### src/inc/irq_init_params.svh
// Purpose: constants for the cascaded interrupt controller pair
// Assumes: 16-bit I/O addresses, byte-wide data
// Notes: offsets are the I/O port numbers themselves
`ifndef IRQ_INIT_PARAMS_SVH
`define IRQ_INIT_PARAMS_SVH

`define PORT_PRI_EVEN 16'h0020
`define PORT_PRI_ODD 16'h0021
`define PORT_SEC_EVEN 16'h00A0
`define PORT_SEC_ODD 16'h00A1

`define FIRST_MARK_BIT 4
`define FIRST_LEVEL_BIT 3
`define FIRST_SINGLE_BIT 1
`define OPTIONS_AEOI_BIT 1
`define OPTIONS_MULTI_BIT 4
`define CMD_SEL_BIT 3
`define EOI_CODE 3'h1
`define SPURIOUS_LEVEL 3'h7
`define RESET_BYTE 8'h00

`endif

### src/inc/irq_init_pkg.sv
// Purpose: types shared by the cascaded interrupt controller pair
// Assumes: nothing beyond the params header
// Notes: one ctl_t per controller, index 0 primary, 1 secondary
package irq_init_pkg;

	typedef enum logic [1:0] {
		INIT_IDLE,
		INIT_VECTOR,
		INIT_CASCADE,
		INIT_OPTIONS
	} init_state_t;

	typedef struct packed {
		init_state_t init_state;
		logic ready;
		logic level_mode;
		logic single;
		logic [4:0] vec_base;
		logic [7:0] cascade;
		logic aeoi;
		logic multi;
		logic [7:0] prev;
		logic [7:0] irr;
		logic [7:0] isr;
	} ctl_t;

	typedef struct packed {
		logic wr;
		logic rd;
		logic [15:0] addr;
		logic [7:0] data;
	} io_req_t;

	typedef struct packed {
		logic hit;
		logic [2:0] idx;
	} pick_t;

	typedef struct packed {
		logic hit;
		logic sec;
		logic odd;
	} port_t;

endpackage : irq_init_pkg

### src/verilog/irq_init_pair.sv
// Purpose: cascaded pair of interrupt controllers with their initialization sequence
// Assumes: io_req and inta come from bus logic on clk_sys; irq_in comes from pins
// Notes: operational commands limited to nonspecific end-of-interrupt
// Function
// - init words go in order from the first; odd-port writes decoded by position
// - primary serves requests 0-7, secondary 8-15, each on its own port pair
// - even-port write with bit 4 set is first word; bit 3 picks level sensing
// - second word gives vector bits 7:3; controller fills bits 2:0 with the level
// - bit 1 of the fourth word turns automatic end-of-interrupt on
// - automatic end-of-interrupt clears in-service level at end of second acknowledge
// - secondary fourth word bit 4 lets nested secondary requests through the primary
`timescale 1ns/1ns
`include "irq_init_params.svh"
module irq_init_pair (
	input wire logic clk_sys,
	input wire logic reset,
	input wire irq_init_pkg::io_req_t io_req,
	input wire logic inta,
	input wire logic [15:0] irq_in,
	output logic [7:0] rdata_q,
	output logic int_q,
	output logic [7:0] vector_q,
	output logic vector_valid_q,
	output logic [1:0] init_done_q
);
	import irq_init_pkg::*;

	function automatic pick_t highest(input logic [7:0] v);
		pick_t p;
		p = '0;
		for (int i = 7; i >= 0; i--) begin
			if (v[i]) begin
				p.hit = 1'b1;
				p.idx = 3'(i);
			end
		end
		return p;
	endfunction : highest

	function automatic logic [7:0] onehot(input logic [2:0] i);
		return 8'(8'h01 << i);
	endfunction : onehot

	function automatic port_t decode(input logic [15:0] a);
		port_t p;
		p.hit = (a == `PORT_PRI_EVEN) || (a == `PORT_PRI_ODD) ||
			(a == `PORT_SEC_EVEN) || (a == `PORT_SEC_ODD);
		p.sec = (a == `PORT_SEC_EVEN) || (a == `PORT_SEC_ODD);
		p.odd = (a == `PORT_PRI_ODD) || (a == `PORT_SEC_ODD);
		return p;
	endfunction : decode

	logic [15:0] irq_meta_q;
	logic [15:0] irq_sync_q;
	ctl_t ctl_q [2];
	ctl_t ctl_d [2];
	logic phase_q, phase_d;
	logic from_sec_q, from_sec_d;
	logic [2:0] lvl_q, lvl_d;
	logic [7:0] rdata_d;
	logic int_d;
	logic [7:0] vector_d;
	logic vector_valid_d;

	port_t wport, rport;
	pick_t pk_s, ip_s, pk_p, ip_p, top;
	logic req_s, req_p, casc_hit;
	logic [7:0] casc, pend_p, blk_p;

	// pins cross into clk_sys through two flops
	always_ff @(posedge clk_sys) begin
		if (reset) begin
			irq_meta_q <= 16'h0000;
			irq_sync_q <= 16'h0000;
		end else begin
			irq_meta_q <= irq_in;
			irq_sync_q <= irq_meta_q;
		end
	end

	always_comb begin
		// secondary resolves first; its request feeds the primary cascade input
		pk_s = highest(ctl_q[1].irr);
		ip_s = highest(ctl_q[1].isr);
		req_s = ctl_q[1].ready && pk_s.hit && (!ip_s.hit || pk_s.idx < ip_s.idx);
		casc = ctl_q[0].single ? 8'h00 : ctl_q[0].cascade;
		pend_p = (ctl_q[0].irr & ~casc) | (casc & {8{req_s}});
		// in multiple mode the served cascade line does not block its own input
		blk_p = ctl_q[0].isr & ~(casc & {8{ctl_q[1].multi}});
		pk_p = highest(pend_p);
		ip_p = highest(blk_p);
		req_p = ctl_q[0].ready && pk_p.hit && (!ip_p.hit || pk_p.idx < ip_p.idx);
		casc_hit = casc[pk_p.idx] && (ctl_q[1].cascade[2:0] == pk_p.idx);

		ctl_d = ctl_q;
		phase_d = phase_q;
		from_sec_d = from_sec_q;
		lvl_d = lvl_q;
		vector_d = vector_q;
		vector_valid_d = 1'b0;
		int_d = req_p;
		rdata_d = rdata_q;
		wport = decode(io_req.addr);
		rport = wport;
		top = '0;

		if (io_req.wr && wport.hit) begin
			if (!wport.odd) begin
				if (io_req.data[`FIRST_MARK_BIT]) begin
					// restart: drop any half-done sequence and pending state
					ctl_d[wport.sec].init_state = INIT_VECTOR;
					ctl_d[wport.sec].ready = 1'b0;
					ctl_d[wport.sec].level_mode = io_req.data[`FIRST_LEVEL_BIT];
					ctl_d[wport.sec].single = io_req.data[`FIRST_SINGLE_BIT];
					ctl_d[wport.sec].irr = 8'h00;
					ctl_d[wport.sec].isr = 8'h00;
				end else if (!io_req.data[`CMD_SEL_BIT] && io_req.data[7:5] == `EOI_CODE) begin
					top = highest(ctl_q[wport.sec].isr);
					if (top.hit)
						ctl_d[wport.sec].isr = ctl_q[wport.sec].isr & ~onehot(top.idx);
				end
			end else begin
				unique case (ctl_q[wport.sec].init_state)
					INIT_VECTOR: begin
						ctl_d[wport.sec].vec_base = io_req.data[7:3];
						ctl_d[wport.sec].init_state = ctl_q[wport.sec].single ?
							INIT_OPTIONS : INIT_CASCADE;
					end
					INIT_CASCADE: begin
						ctl_d[wport.sec].cascade = io_req.data;
						ctl_d[wport.sec].init_state = INIT_OPTIONS;
					end
					INIT_OPTIONS: begin
						ctl_d[wport.sec].aeoi = io_req.data[`OPTIONS_AEOI_BIT];
						ctl_d[wport.sec].multi = io_req.data[`OPTIONS_MULTI_BIT];
						ctl_d[wport.sec].ready = 1'b1;
						ctl_d[wport.sec].init_state = INIT_IDLE;
					end
					INIT_IDLE: begin
						// mask register writes are not kept by this block
					end
				endcase
			end
		end

		if (inta) begin
			if (!phase_q) begin
				phase_d = 1'b1;
				if (req_p && casc_hit) begin
					ctl_d[0].isr = ctl_d[0].isr | onehot(pk_p.idx);
					ctl_d[1].isr = ctl_d[1].isr | onehot(pk_s.idx);
					ctl_d[1].irr = ctl_d[1].irr & ~onehot(pk_s.idx);
					from_sec_d = 1'b1;
					lvl_d = pk_s.idx;
				end else if (req_p) begin
					ctl_d[0].isr = ctl_d[0].isr | onehot(pk_p.idx);
					ctl_d[0].irr = ctl_d[0].irr & ~onehot(pk_p.idx);
					from_sec_d = 1'b0;
					lvl_d = pk_p.idx;
				end else begin
					// request vanished before acknowledge: answer level 7, the lowest priority
					from_sec_d = 1'b0;
					lvl_d = `SPURIOUS_LEVEL;
				end
			end else begin
				phase_d = 1'b0;
				vector_d = {ctl_q[from_sec_q].vec_base, lvl_q};
				vector_valid_d = 1'b1;
				// automatic end-of-interrupt at the close of the second acknowledge
				if (ctl_q[0].aeoi) begin
					top = highest(ctl_d[0].isr);
					if (top.hit)
						ctl_d[0].isr = ctl_d[0].isr & ~onehot(top.idx);
				end
				if (from_sec_q && ctl_q[1].aeoi) begin
					top = highest(ctl_d[1].isr);
					if (top.hit)
						ctl_d[1].isr = ctl_d[1].isr & ~onehot(top.idx);
				end
			end
		end

		// request sampling last so a new edge beats an acknowledge clear
		for (int c = 0; c < 2; c++) begin
			if (ctl_q[c].ready) begin
				if (ctl_q[c].level_mode)
					ctl_d[c].irr = irq_sync_q[c*8 +: 8];
				else
					ctl_d[c].irr = ctl_d[c].irr | (irq_sync_q[c*8 +: 8] & ~ctl_q[c].prev);
			end
			ctl_d[c].prev = irq_sync_q[c*8 +: 8];
		end

		// init words never read back; even port shows in-service state
		if (io_req.rd && rport.hit)
			rdata_d = rport.odd ? `RESET_BYTE : ctl_q[rport.sec].isr;
	end

	always_ff @(posedge clk_sys) begin
		if (reset) begin
			for (int c = 0; c < 2; c++)
				ctl_q[c] <= '0;
			phase_q <= 1'b0;
			from_sec_q <= 1'b0;
			lvl_q <= 3'h0;
			rdata_q <= 8'h00;
			int_q <= 1'b0;
			vector_q <= 8'h00;
			vector_valid_q <= 1'b0;
			init_done_q <= 2'h0;
		end else begin
			for (int c = 0; c < 2; c++)
				ctl_q[c] <= ctl_d[c];
			phase_q <= phase_d;
			from_sec_q <= from_sec_d;
			lvl_q <= lvl_d;
			rdata_q <= rdata_d;
			int_q <= int_d;
			vector_q <= vector_d;
			vector_valid_q <= vector_valid_d;
			init_done_q <= {ctl_d[1].ready, ctl_d[0].ready};
		end
	end

	property p_first_restart;
		@(posedge clk_sys) disable iff (reset)
		(io_req.wr && io_req.addr == `PORT_PRI_EVEN && io_req.data[`FIRST_MARK_BIT] && !inta)
			|=> (ctl_q[0].init_state == INIT_VECTOR && !init_done_q[0] && ctl_q[0].isr == 8'h00);
	endproperty
	a_first_restart: assert property (p_first_restart) else $error("first word did not restart");

	property p_level_flag;
		@(posedge clk_sys) disable iff (reset)
		(io_req.wr && io_req.addr == `PORT_SEC_EVEN && io_req.data[`FIRST_MARK_BIT])
			|=> ctl_q[1].level_mode == $past(io_req.data[`FIRST_LEVEL_BIT]);
	endproperty
	a_level_flag: assert property (p_level_flag) else $error("trigger mode not taken");

	property p_order;
		@(posedge clk_sys) disable iff (reset)
		(io_req.wr && io_req.addr == `PORT_PRI_ODD && ctl_q[0].init_state == INIT_VECTOR
			&& !ctl_q[0].single) |=> (ctl_q[0].init_state == INIT_CASCADE
			&& ctl_q[0].vec_base == $past(io_req.data[7:3]));
	endproperty
	a_order: assert property (p_order) else $error("vector word misplaced");

	property p_vector;
		@(posedge clk_sys) disable iff (reset)
		(inta && phase_q) |=> (vector_valid_q && vector_q[2:0] == $past(lvl_q)) ##1 !vector_valid_q;
	endproperty
	a_vector: assert property (p_vector) else $error("vector low bits wrong");

	property p_aeoi;
		@(posedge clk_sys) disable iff (reset)
		(inta && phase_q && ctl_q[0].aeoi && !from_sec_q && ctl_q[0].isr != 8'h00
			&& !io_req.wr) |=> $countones(ctl_q[0].isr) == $countones($past(ctl_q[0].isr)) - 1;
	endproperty
	a_aeoi: assert property (p_aeoi) else $error("auto end-of-interrupt missing");

	property p_no_aeoi;
		@(posedge clk_sys) disable iff (reset)
		(inta && phase_q && !ctl_q[0].aeoi && !io_req.wr) |=> ctl_q[0].isr == $past(ctl_q[0].isr);
	endproperty
	a_no_aeoi: assert property (p_no_aeoi) else $error("in-service cleared without aeoi");

	property p_multi;
		@(posedge clk_sys) disable iff (reset)
		(ctl_q[0].ready && ctl_q[1].multi && req_s && casc != 8'h00
			&& (ctl_q[0].isr & ~casc) == 8'h00) |=> int_q;
	endproperty
	a_multi: assert property (p_multi) else $error("secondary nesting blocked");

	property p_cascade;
		@(posedge clk_sys) disable iff (reset)
		(inta && !phase_q && req_p && casc_hit) |=> (from_sec_q && ctl_q[1].isr != 8'h00);
	endproperty
	a_cascade: assert property (p_cascade) else $error("secondary not selected");

	property p_wo_read;
		@(posedge clk_sys) disable iff (reset)
		(io_req.rd && (io_req.addr == `PORT_PRI_ODD || io_req.addr == `PORT_SEC_ODD))
			|=> rdata_q == `RESET_BYTE;
	endproperty
	a_wo_read: assert property (p_wo_read) else $error("init word read back");

endmodule : irq_init_pair
### config.mk
export PLATFORM = sky130hd
export DESIGN_NAME = irq_init_pair
export DESIGN_NICKNAME = d
export VERILOG_FILES = /design/src/inc/irq_init_pkg.sv /design/src/verilog/irq_init_pair.sv
export VERILOG_INCLUDE_DIRS = /design/src /design/src/inc
export SDC_FILE = /design/constraint.sdc
export NUM_CORES = 1
export LEC_CHECK = 0
export BUFFER_PORTS_ARGS = -buffer_cell sky130_fd_sc_hd__buf_4
export CAP_MARGIN = 30
export CORE_MARGIN = 2
export CORE_UTILIZATION = 51
export DETAILED_ROUTE_END_ITERATION = 8
export MAX_ROUTING_LAYER = met4
export PLACE_DENSITY_LB_ADDON = 0.08
export SLEW_MARGIN = 20
export SYNTH_ARGS = -nofsm -noshare
export SYNTH_HDL_FRONTEND = slang
export SYNTH_SLANG_ARGS = --single-unit
### constraint.sdc
create_clock -name clk_sys -period 6.2 [get_ports clk_sys]
set_clock_uncertainty 0.1 [all_clocks]
set_input_delay 0.62 -clock clk_sys [delete_from_list [all_inputs] [get_ports clk_sys]]
set_output_delay 0.62 -clock clk_sys [all_outputs]
set_load 0.01 [all_outputs]
=== After elaboration in Yosys (flattened, before gate mapping) ===
Cells that the tools add are included.

* Register bits: 145
* Bits of input ports: 45
* Output and inout port bits: 20
* Logic and storage cells: 250

* Order comparisons: 6
* Equal/unequal tests: 10
* Shift-type cells: 5
* Muxes and demuxes: 141
* Bitwise gates (word level): 29
* Reduce and logical (&&, ||, !) cells: 27

{| class="wikitable"
|+ Operators with widths
! cell !! number
|-
| 88-bit bitwise mux || 15
|-
| 44-bit demux with 1-bit select || 10
|-
| 88-bit 2-to-1 mux || 4
|-
| 4-bit 2-to-1 mux || 66
|-
| 88-bit one-hot mux with 3 select lines || 1
|-
| 44-bit 2-to-1 mux || 4
|-
| 39-bit 2-to-1 mux || 4
|-
| 8-bit 2-to-1 mux || 17
|-
| 8-bit AND || 11
|-
| 86-bit 2-to-1 mux || 1
|-
| 16-bit 2-to-1 mux || 5
|-
| 8-bit inverter || 9
|-
| 42-bit 2-to-1 mux || 1
|-
| 41-bit 2-to-1 mux || 1
|-
| 40-bit 2-to-1 mux || 1
|-
| 8-bit OR || 5
|-
| 1-bit by 3-bit left shift with 8-bit output, first input constant || 5
|-
| 34-bit 2-to-1 mux || 1
|-
| 16-bit by 6-bit == test with 1-bit output, second input constant || 2
|-
| 16-bit by 8-bit == test with 1-bit output, second input constant || 2
|-
| 26-bit 2-to-1 mux || 1
|-
| 25-bit 2-to-1 mux || 1
|-
| 1-bit logical AND || 11
|-
| 1-bit logical OR || 7
|-
| 19 further kinds || 33
|}

=== Longest topological paths before layout ===
* Word-level depth: 48
* Depth in mapped cells: 22
* Gate-level depth less buffers: 20

=== Least setup slack after synthesis ===
OpenSTA, ideal clock, no wires.

* Path type: register to register
* Start point: reg ctl_q[10] (netlist bit)
* End point: reg ctl_q[15] (netlist bit)
* Library setup time: 0.115 ns
* Data arrival time: 4.811 ns
* Required time: 5.985 ns
* Path slack: 1.173 ns
* Stages on the path, launching flop included: 22
* Buffers on the path: 3
* Period minus slack after synthesis: 5.027 ns
* Cell sequence: dfxtp_1 -> clkbuf_1 -> o31ai_1 -> inv_1 -> ha_1 -> o21a_1 -> o2bb2ai_1 -> o2111ai_1 -> and3_1 -> buf_2 -> o211ai_1 -> inv_1 -> ha_1 -> o22a_1 -> o31ai_1 -> a31oi_1 -> or3_1 -> o21a_1 -> a211o_1 -> buf_6 -> or4_4 -> a31o_1

* Longest elaborated chain between the ends: 26
* Elaborated cells between the ends (all ways): 35
* Classes of those cells: order compare: 2; eq/ne: 1; shift: 1; mux: 18; bitwise: 5; reduce/logical: 8

{| class="wikitable"
|+ Ends and longest elaborated chain
! item !! line !! RTL
|-
| from (decl) || irq_init_pair.sv:55 || <nowiki>ctl_t ctl_q [2];</nowiki>
|-
| from (signal, indexed assignment) || irq_init_pair.sv:213 || <nowiki>ctl_q[c] <= ctl_d[c];</nowiki>
|-
| 4-bit 2-to-1 mux (*) (3 in a row) || irq_init_pair.sv:32 || <nowiki>if (v[i]) begin</nowiki>
|-
| 3-bit less-than comparator || irq_init_pair.sv:85 || <nowiki>req_s = ctl_q[1].ready && pk_s.hit && (!ip_s.hit || pk_s.idx < ip_s.idx);</nowiki>
|-
| 1-bit logical OR || irq_init_pair.sv:85 ||
|-
| 1-bit logical AND || irq_init_pair.sv:85 ||
|-
| 8-bit AND || irq_init_pair.sv:87 || <nowiki>pend_p = (ctl_q[0].irr & ~casc) | (casc & {8{req_s}});</nowiki>
|-
| 8-bit OR || irq_init_pair.sv:87 ||
|-
| 4-bit 2-to-1 mux (8 in a row) || irq_init_pair.sv:32 ||
|-
| 1-bit binary-select mux with 3-bit select / 3-bit less-than comparator (equally long branches) || irq_init_pair.sv:93, irq_init_pair.sv:92 ||
|-
| 1-bit 2-to-1 mux (implied by the code) / 1-bit logical OR (equally long branches) || irq_init_pair.sv:93, irq_init_pair.sv:92 ||
|-
| 1-bit logical AND, on equally long branches || irq_init_pair.sv:93, irq_init_pair.sv:92 ||
|-
| 1-bit logical AND || irq_init_pair.sv:149 || <nowiki>if (req_p && casc_hit) begin</nowiki>
|-
| 16-bit 2-to-1 mux (*) || irq_init_pair.sv:149 ||
|-
| 8-bit 2-to-1 mux (*) || irq_init_pair.sv:147 || <nowiki>if (!phase_q) begin</nowiki>
|-
| 16-bit 2-to-1 mux (*) || irq_init_pair.sv:146 || <nowiki>if (inta) begin</nowiki>
|-
| 8-bit OR || irq_init_pair.sv:189 || <nowiki>ctl_d[c].irr = ctl_d[c].irr | (irq_sync_q[c*8 +: 8] & ~ctl_q[c].prev);</nowiki>
|-
| 8-bit 2-to-1 mux || irq_init_pair.sv:186 || <nowiki>if (ctl_q[c].level_mode)</nowiki>
|-
| 8-bit 2-to-1 mux (*) || irq_init_pair.sv:185 || <nowiki>if (ctl_q[c].ready) begin</nowiki>
|}

Mark *: on every way between the ends. The rest lies on a longest branch, timed or not. The select of a mux whose other input is x is not followed.
A chain may end at the register's enable or synchronous reset.

=== Final worst setup path ===
* Start point: reg ctl_q[8] (netlist bit)
* End point: reg ctl_q[8] (netlist bit)

* Longest elaborated chain between the ends: 24
* Elaborated cells between the ends (all ways): 54
* Classes of those cells: order compare: 2; eq/ne: 1; shift: 1; mux: 37; bitwise: 5; reduce/logical: 8

{| class="wikitable"
|+ Ends and longest elaborated chain
! item !! line
|-
| 4-bit 2-to-1 mux || irq_init_pair.sv:32
|-
| 3-bit less-than comparator || irq_init_pair.sv:85
|-
| 1-bit logical OR || irq_init_pair.sv:85
|-
| 1-bit logical AND || irq_init_pair.sv:85
|-
| 8-bit AND || irq_init_pair.sv:87
|-
| 8-bit OR || irq_init_pair.sv:87
|-
| 4-bit 2-to-1 mux (8 in a row) || irq_init_pair.sv:32
|-
| 1-bit binary-select mux with 3-bit select / 3-bit less-than comparator (equally long branches) || irq_init_pair.sv:93, irq_init_pair.sv:92
|-
| 1-bit 2-to-1 mux (implied by the code) / 1-bit logical OR (equally long branches) || irq_init_pair.sv:93, irq_init_pair.sv:92
|-
| 1-bit logical AND, on equally long branches || irq_init_pair.sv:93, irq_init_pair.sv:92
|-
| 1-bit logical AND || irq_init_pair.sv:149
|-
| 16-bit 2-to-1 mux || irq_init_pair.sv:149
|-
| 8-bit 2-to-1 mux || irq_init_pair.sv:147
|-
| 16-bit 2-to-1 mux (*) || irq_init_pair.sv:146
|-
| 8-bit OR || irq_init_pair.sv:189
|-
| 8-bit 2-to-1 mux || irq_init_pair.sv:186
|-
| 8-bit 2-to-1 mux (*) || irq_init_pair.sv:185
|}

Marks and branches as above.

==> impl_metrics.toml <==
[clock_tree]
cts_setup_buffers = 0
cts.sinks = 137
cts_resized = 0
path_clk_slew_ps = 70
insertion_delay_ps = 420
cts_buffer_depth = 2
root_buffer = "clkbuf_16"
cts_tree = "built"
htreeDepth = 4
cts_hold_buf = 0
cts_inserted_buffers = 17

[timing]
hold_ws_ps = 302
worst_slew_pin_slew_ps = 959
setup_viol = 0
rsz0062_at_grt = "no"
slew_violations = 0
setup_ws_ps = 568
tns_ps = 0
final-hold-violation-count = 0
max_freq_mhz = 178
slew_headroom_pct = 35.6
fin_crit_ps = 5630
timing.final.crit_share_pct = 90.8

[setup_path]
required_ps = 6380
cp_data_arrival_time_ps = 5810
cp-end-kind = "flip-flop"
start_kind = "flip-flop"
critPathKind = "reg2reg"
worst-path-max-fanout = 11

[logic_synthesis]
yosys_warnings = 0
syn-cell-area_um2 = 6930
yosysUniqueCellTypes = 79
synth_area_leaders = "dfxtp_1 (40%), nor2b_1 (5.2%), nand2_1 (4.8%)"
syn_nets = 897
ys_ff_latch = 137
ys_seq_area_share_pct = 39.6
yosys.area.top_type = "dfxtp_1"
syn-instance-count = 849
ys.flop_type = "dfxtp_1"
synth_edf_count = 0
synth_top_area_share_pct = 39.6
synth.avg_cell_area_um2 = 8.17
ys_async_sr_fraction_pct = 0

[route]
viasPerCell = 6.06
vias = 6573
drtIter0Drc = 571
drt_pass1_iterations = 5
wl_per_cell_um = 19.0
detail-route-antenna-nets = 0
wl_um = 20600
drc = 0

[floorplanning]
die_area_um2 = 14500
rows = 42
fp.dieH_um = 121
die_w_um = 121
coreArea_um2 = 13200
initial_core_util_pct = 52.4
ios = 65

[pwr]
leakage_nw = 2.96
max-vdd-ir-drop_mv = 0.208
power_density_nw_per_um2 = 242

[final_layout]
syn2layout_area_growth_pct = 16.7
n_fill_cell = 1208
stdcell_count = 1084
drive_gt1_share_pct = 14.6
antennaDiodeCount = 0
final_util_pct = 61.1
layout.nets = 943

[place]
place_ws_ps = 680
port_buffers = 64
dp_hpwl_um = 15500
place_inst = 1052
gp_congestion = 0.965

[global_route]
grt_max_degree = 87
grt_first_pass_wirelength_um = 33200
grt-ovfl-total = 0
antenna_found_initial = 0
grt_pass1_vias = 6358
grt_usage_pct = 30.2

[hold_path]
worstHoldPathType = "in2reg"

[job]
cap_violations = 0

[status]
status = "finished, final reports clean"
[cells in the mapped netlist, types with 25 or more instances]
cell type	count
nor2_1	83
inv_1	27
nor2b_1	58
dfxtp_1	137
nor3_1	28
nand2b_1	25
nand3_1	28
clkbuf_1	34
o21ai_0	47
mux2i_1	25
nand2_1	89
a21oi_1	46
[stage by stage]
step | cell area [um2] | power (mW)
after floorplan | 6930 | 0.958
after global placement | 7500 | 0.994
after detailed placement | 7500 | 0.997
after CTS | 8090 | 1.97
after global routing | 8090 | 2.02
final | 8090 | 1.96
[cell usage in the layout, fill, tap and decap left out, types with 12 or more instances in the layout]
cell and instances:
dfxtp_1 137, mux2i_1 25, clkbuf_16 17, nand2_1 89, nor2_1 83, nand3_1 28
a211oi_1 15, nand2b_1 25, inv_1 27, buf_4 71, o21a_1 12, nor2b_1 58
a21oi_1 46, nor3_1 28, o21ai_0 47
[final cells by class]
class	count	area [um2]	area share, %
Timing Repair Buffer	72	538	6.65
Multi-Input combinational cell	639	3900	48.3
Sequential cell	137	2740	33.9
Clock inverter	15	155	1.92
Clock buffer	17	425	5.26
Inverter	28	105	1.30
Tap cell	176	220	2.72
[registers in the layout, indices dropped and copies added (netlist names)]
name            cells
ctl_q              80
irq_meta_q         16
irq_sync_q         16
rdata_q             8
vector_q            8
lvl_q               3
init_done_q         2
from_sec_q          1
int_q               1
phase_q             1
vector_valid_q      1
[path summary, 6_finish.rpt]
| path | from | end | slack [ps] | depth (start not counted) |
|---|---|---|---|---|
| setup / recovery | ctl_q[8] | ctl_q[8] | 570 | 18 |
| hold / removal | irq_in[1] | irq_meta_q[1] | 300 | 2 |
| setup reg to reg | ctl_q[8] | ctl_q[8] | 570 | 18 |
| hold reg to reg | irq_meta_q[4] | irq_sync_q[4] | 340 | 1 |
[report_power, final]
group / switching (mW) / leakage [nW] / total, mW / internal [mW]
clock network: 0.444 / 0.288 / 0.981 / 0.537
logic: 0.0409 / 1.56 / 0.0755 / 0.0346
registers: 0.00494 / 1.11 / 0.902 / 0.897
[kinds of logic after synthesis]
| logic type | Yosys count | share of synthesized area, % |
|---|---|---|
| buffers and inverters | 73 | 4.20 |
| AND/OR/NAND/NOR | 380 | 28.0 |
| flip-flops | 137 | 39.6 |
| XOR/XNOR | 2 | 0.253 |
| AO/OA/AOI/OAI | 226 | 23.3 |
| adder cells (fa/ha/maj) | 3 | 0.541 |
| multiplexers | 28 | 4.15 |
[layer usage]
layer  track usage (%)  wire length [um]  share of wire, %
met2              46.2              9260                45
met1              39.4              9240                45
met5                 -                 0                 0
met4              11.6               656               3.2
met3              6.37              1410               6.9
[critical path, stage by stage, from the launching register on]
cell and delay (ps):
dfxtp_1 350, or4_4 590, nor2b_1 360, ha_1 330, a21oi_1 360, o2111a_1 250
o2111ai_1 100, and3_1 360, o211ai_1 220, inv_1 100, ha_1 280, o22a_1 210
o31ai_1 60, a31oi_1 80, or3_1 360, o21a_1 180, a211o_1 380, nor3_1 630
o21ai_0 180
Power figures use the tool's default switching activity.
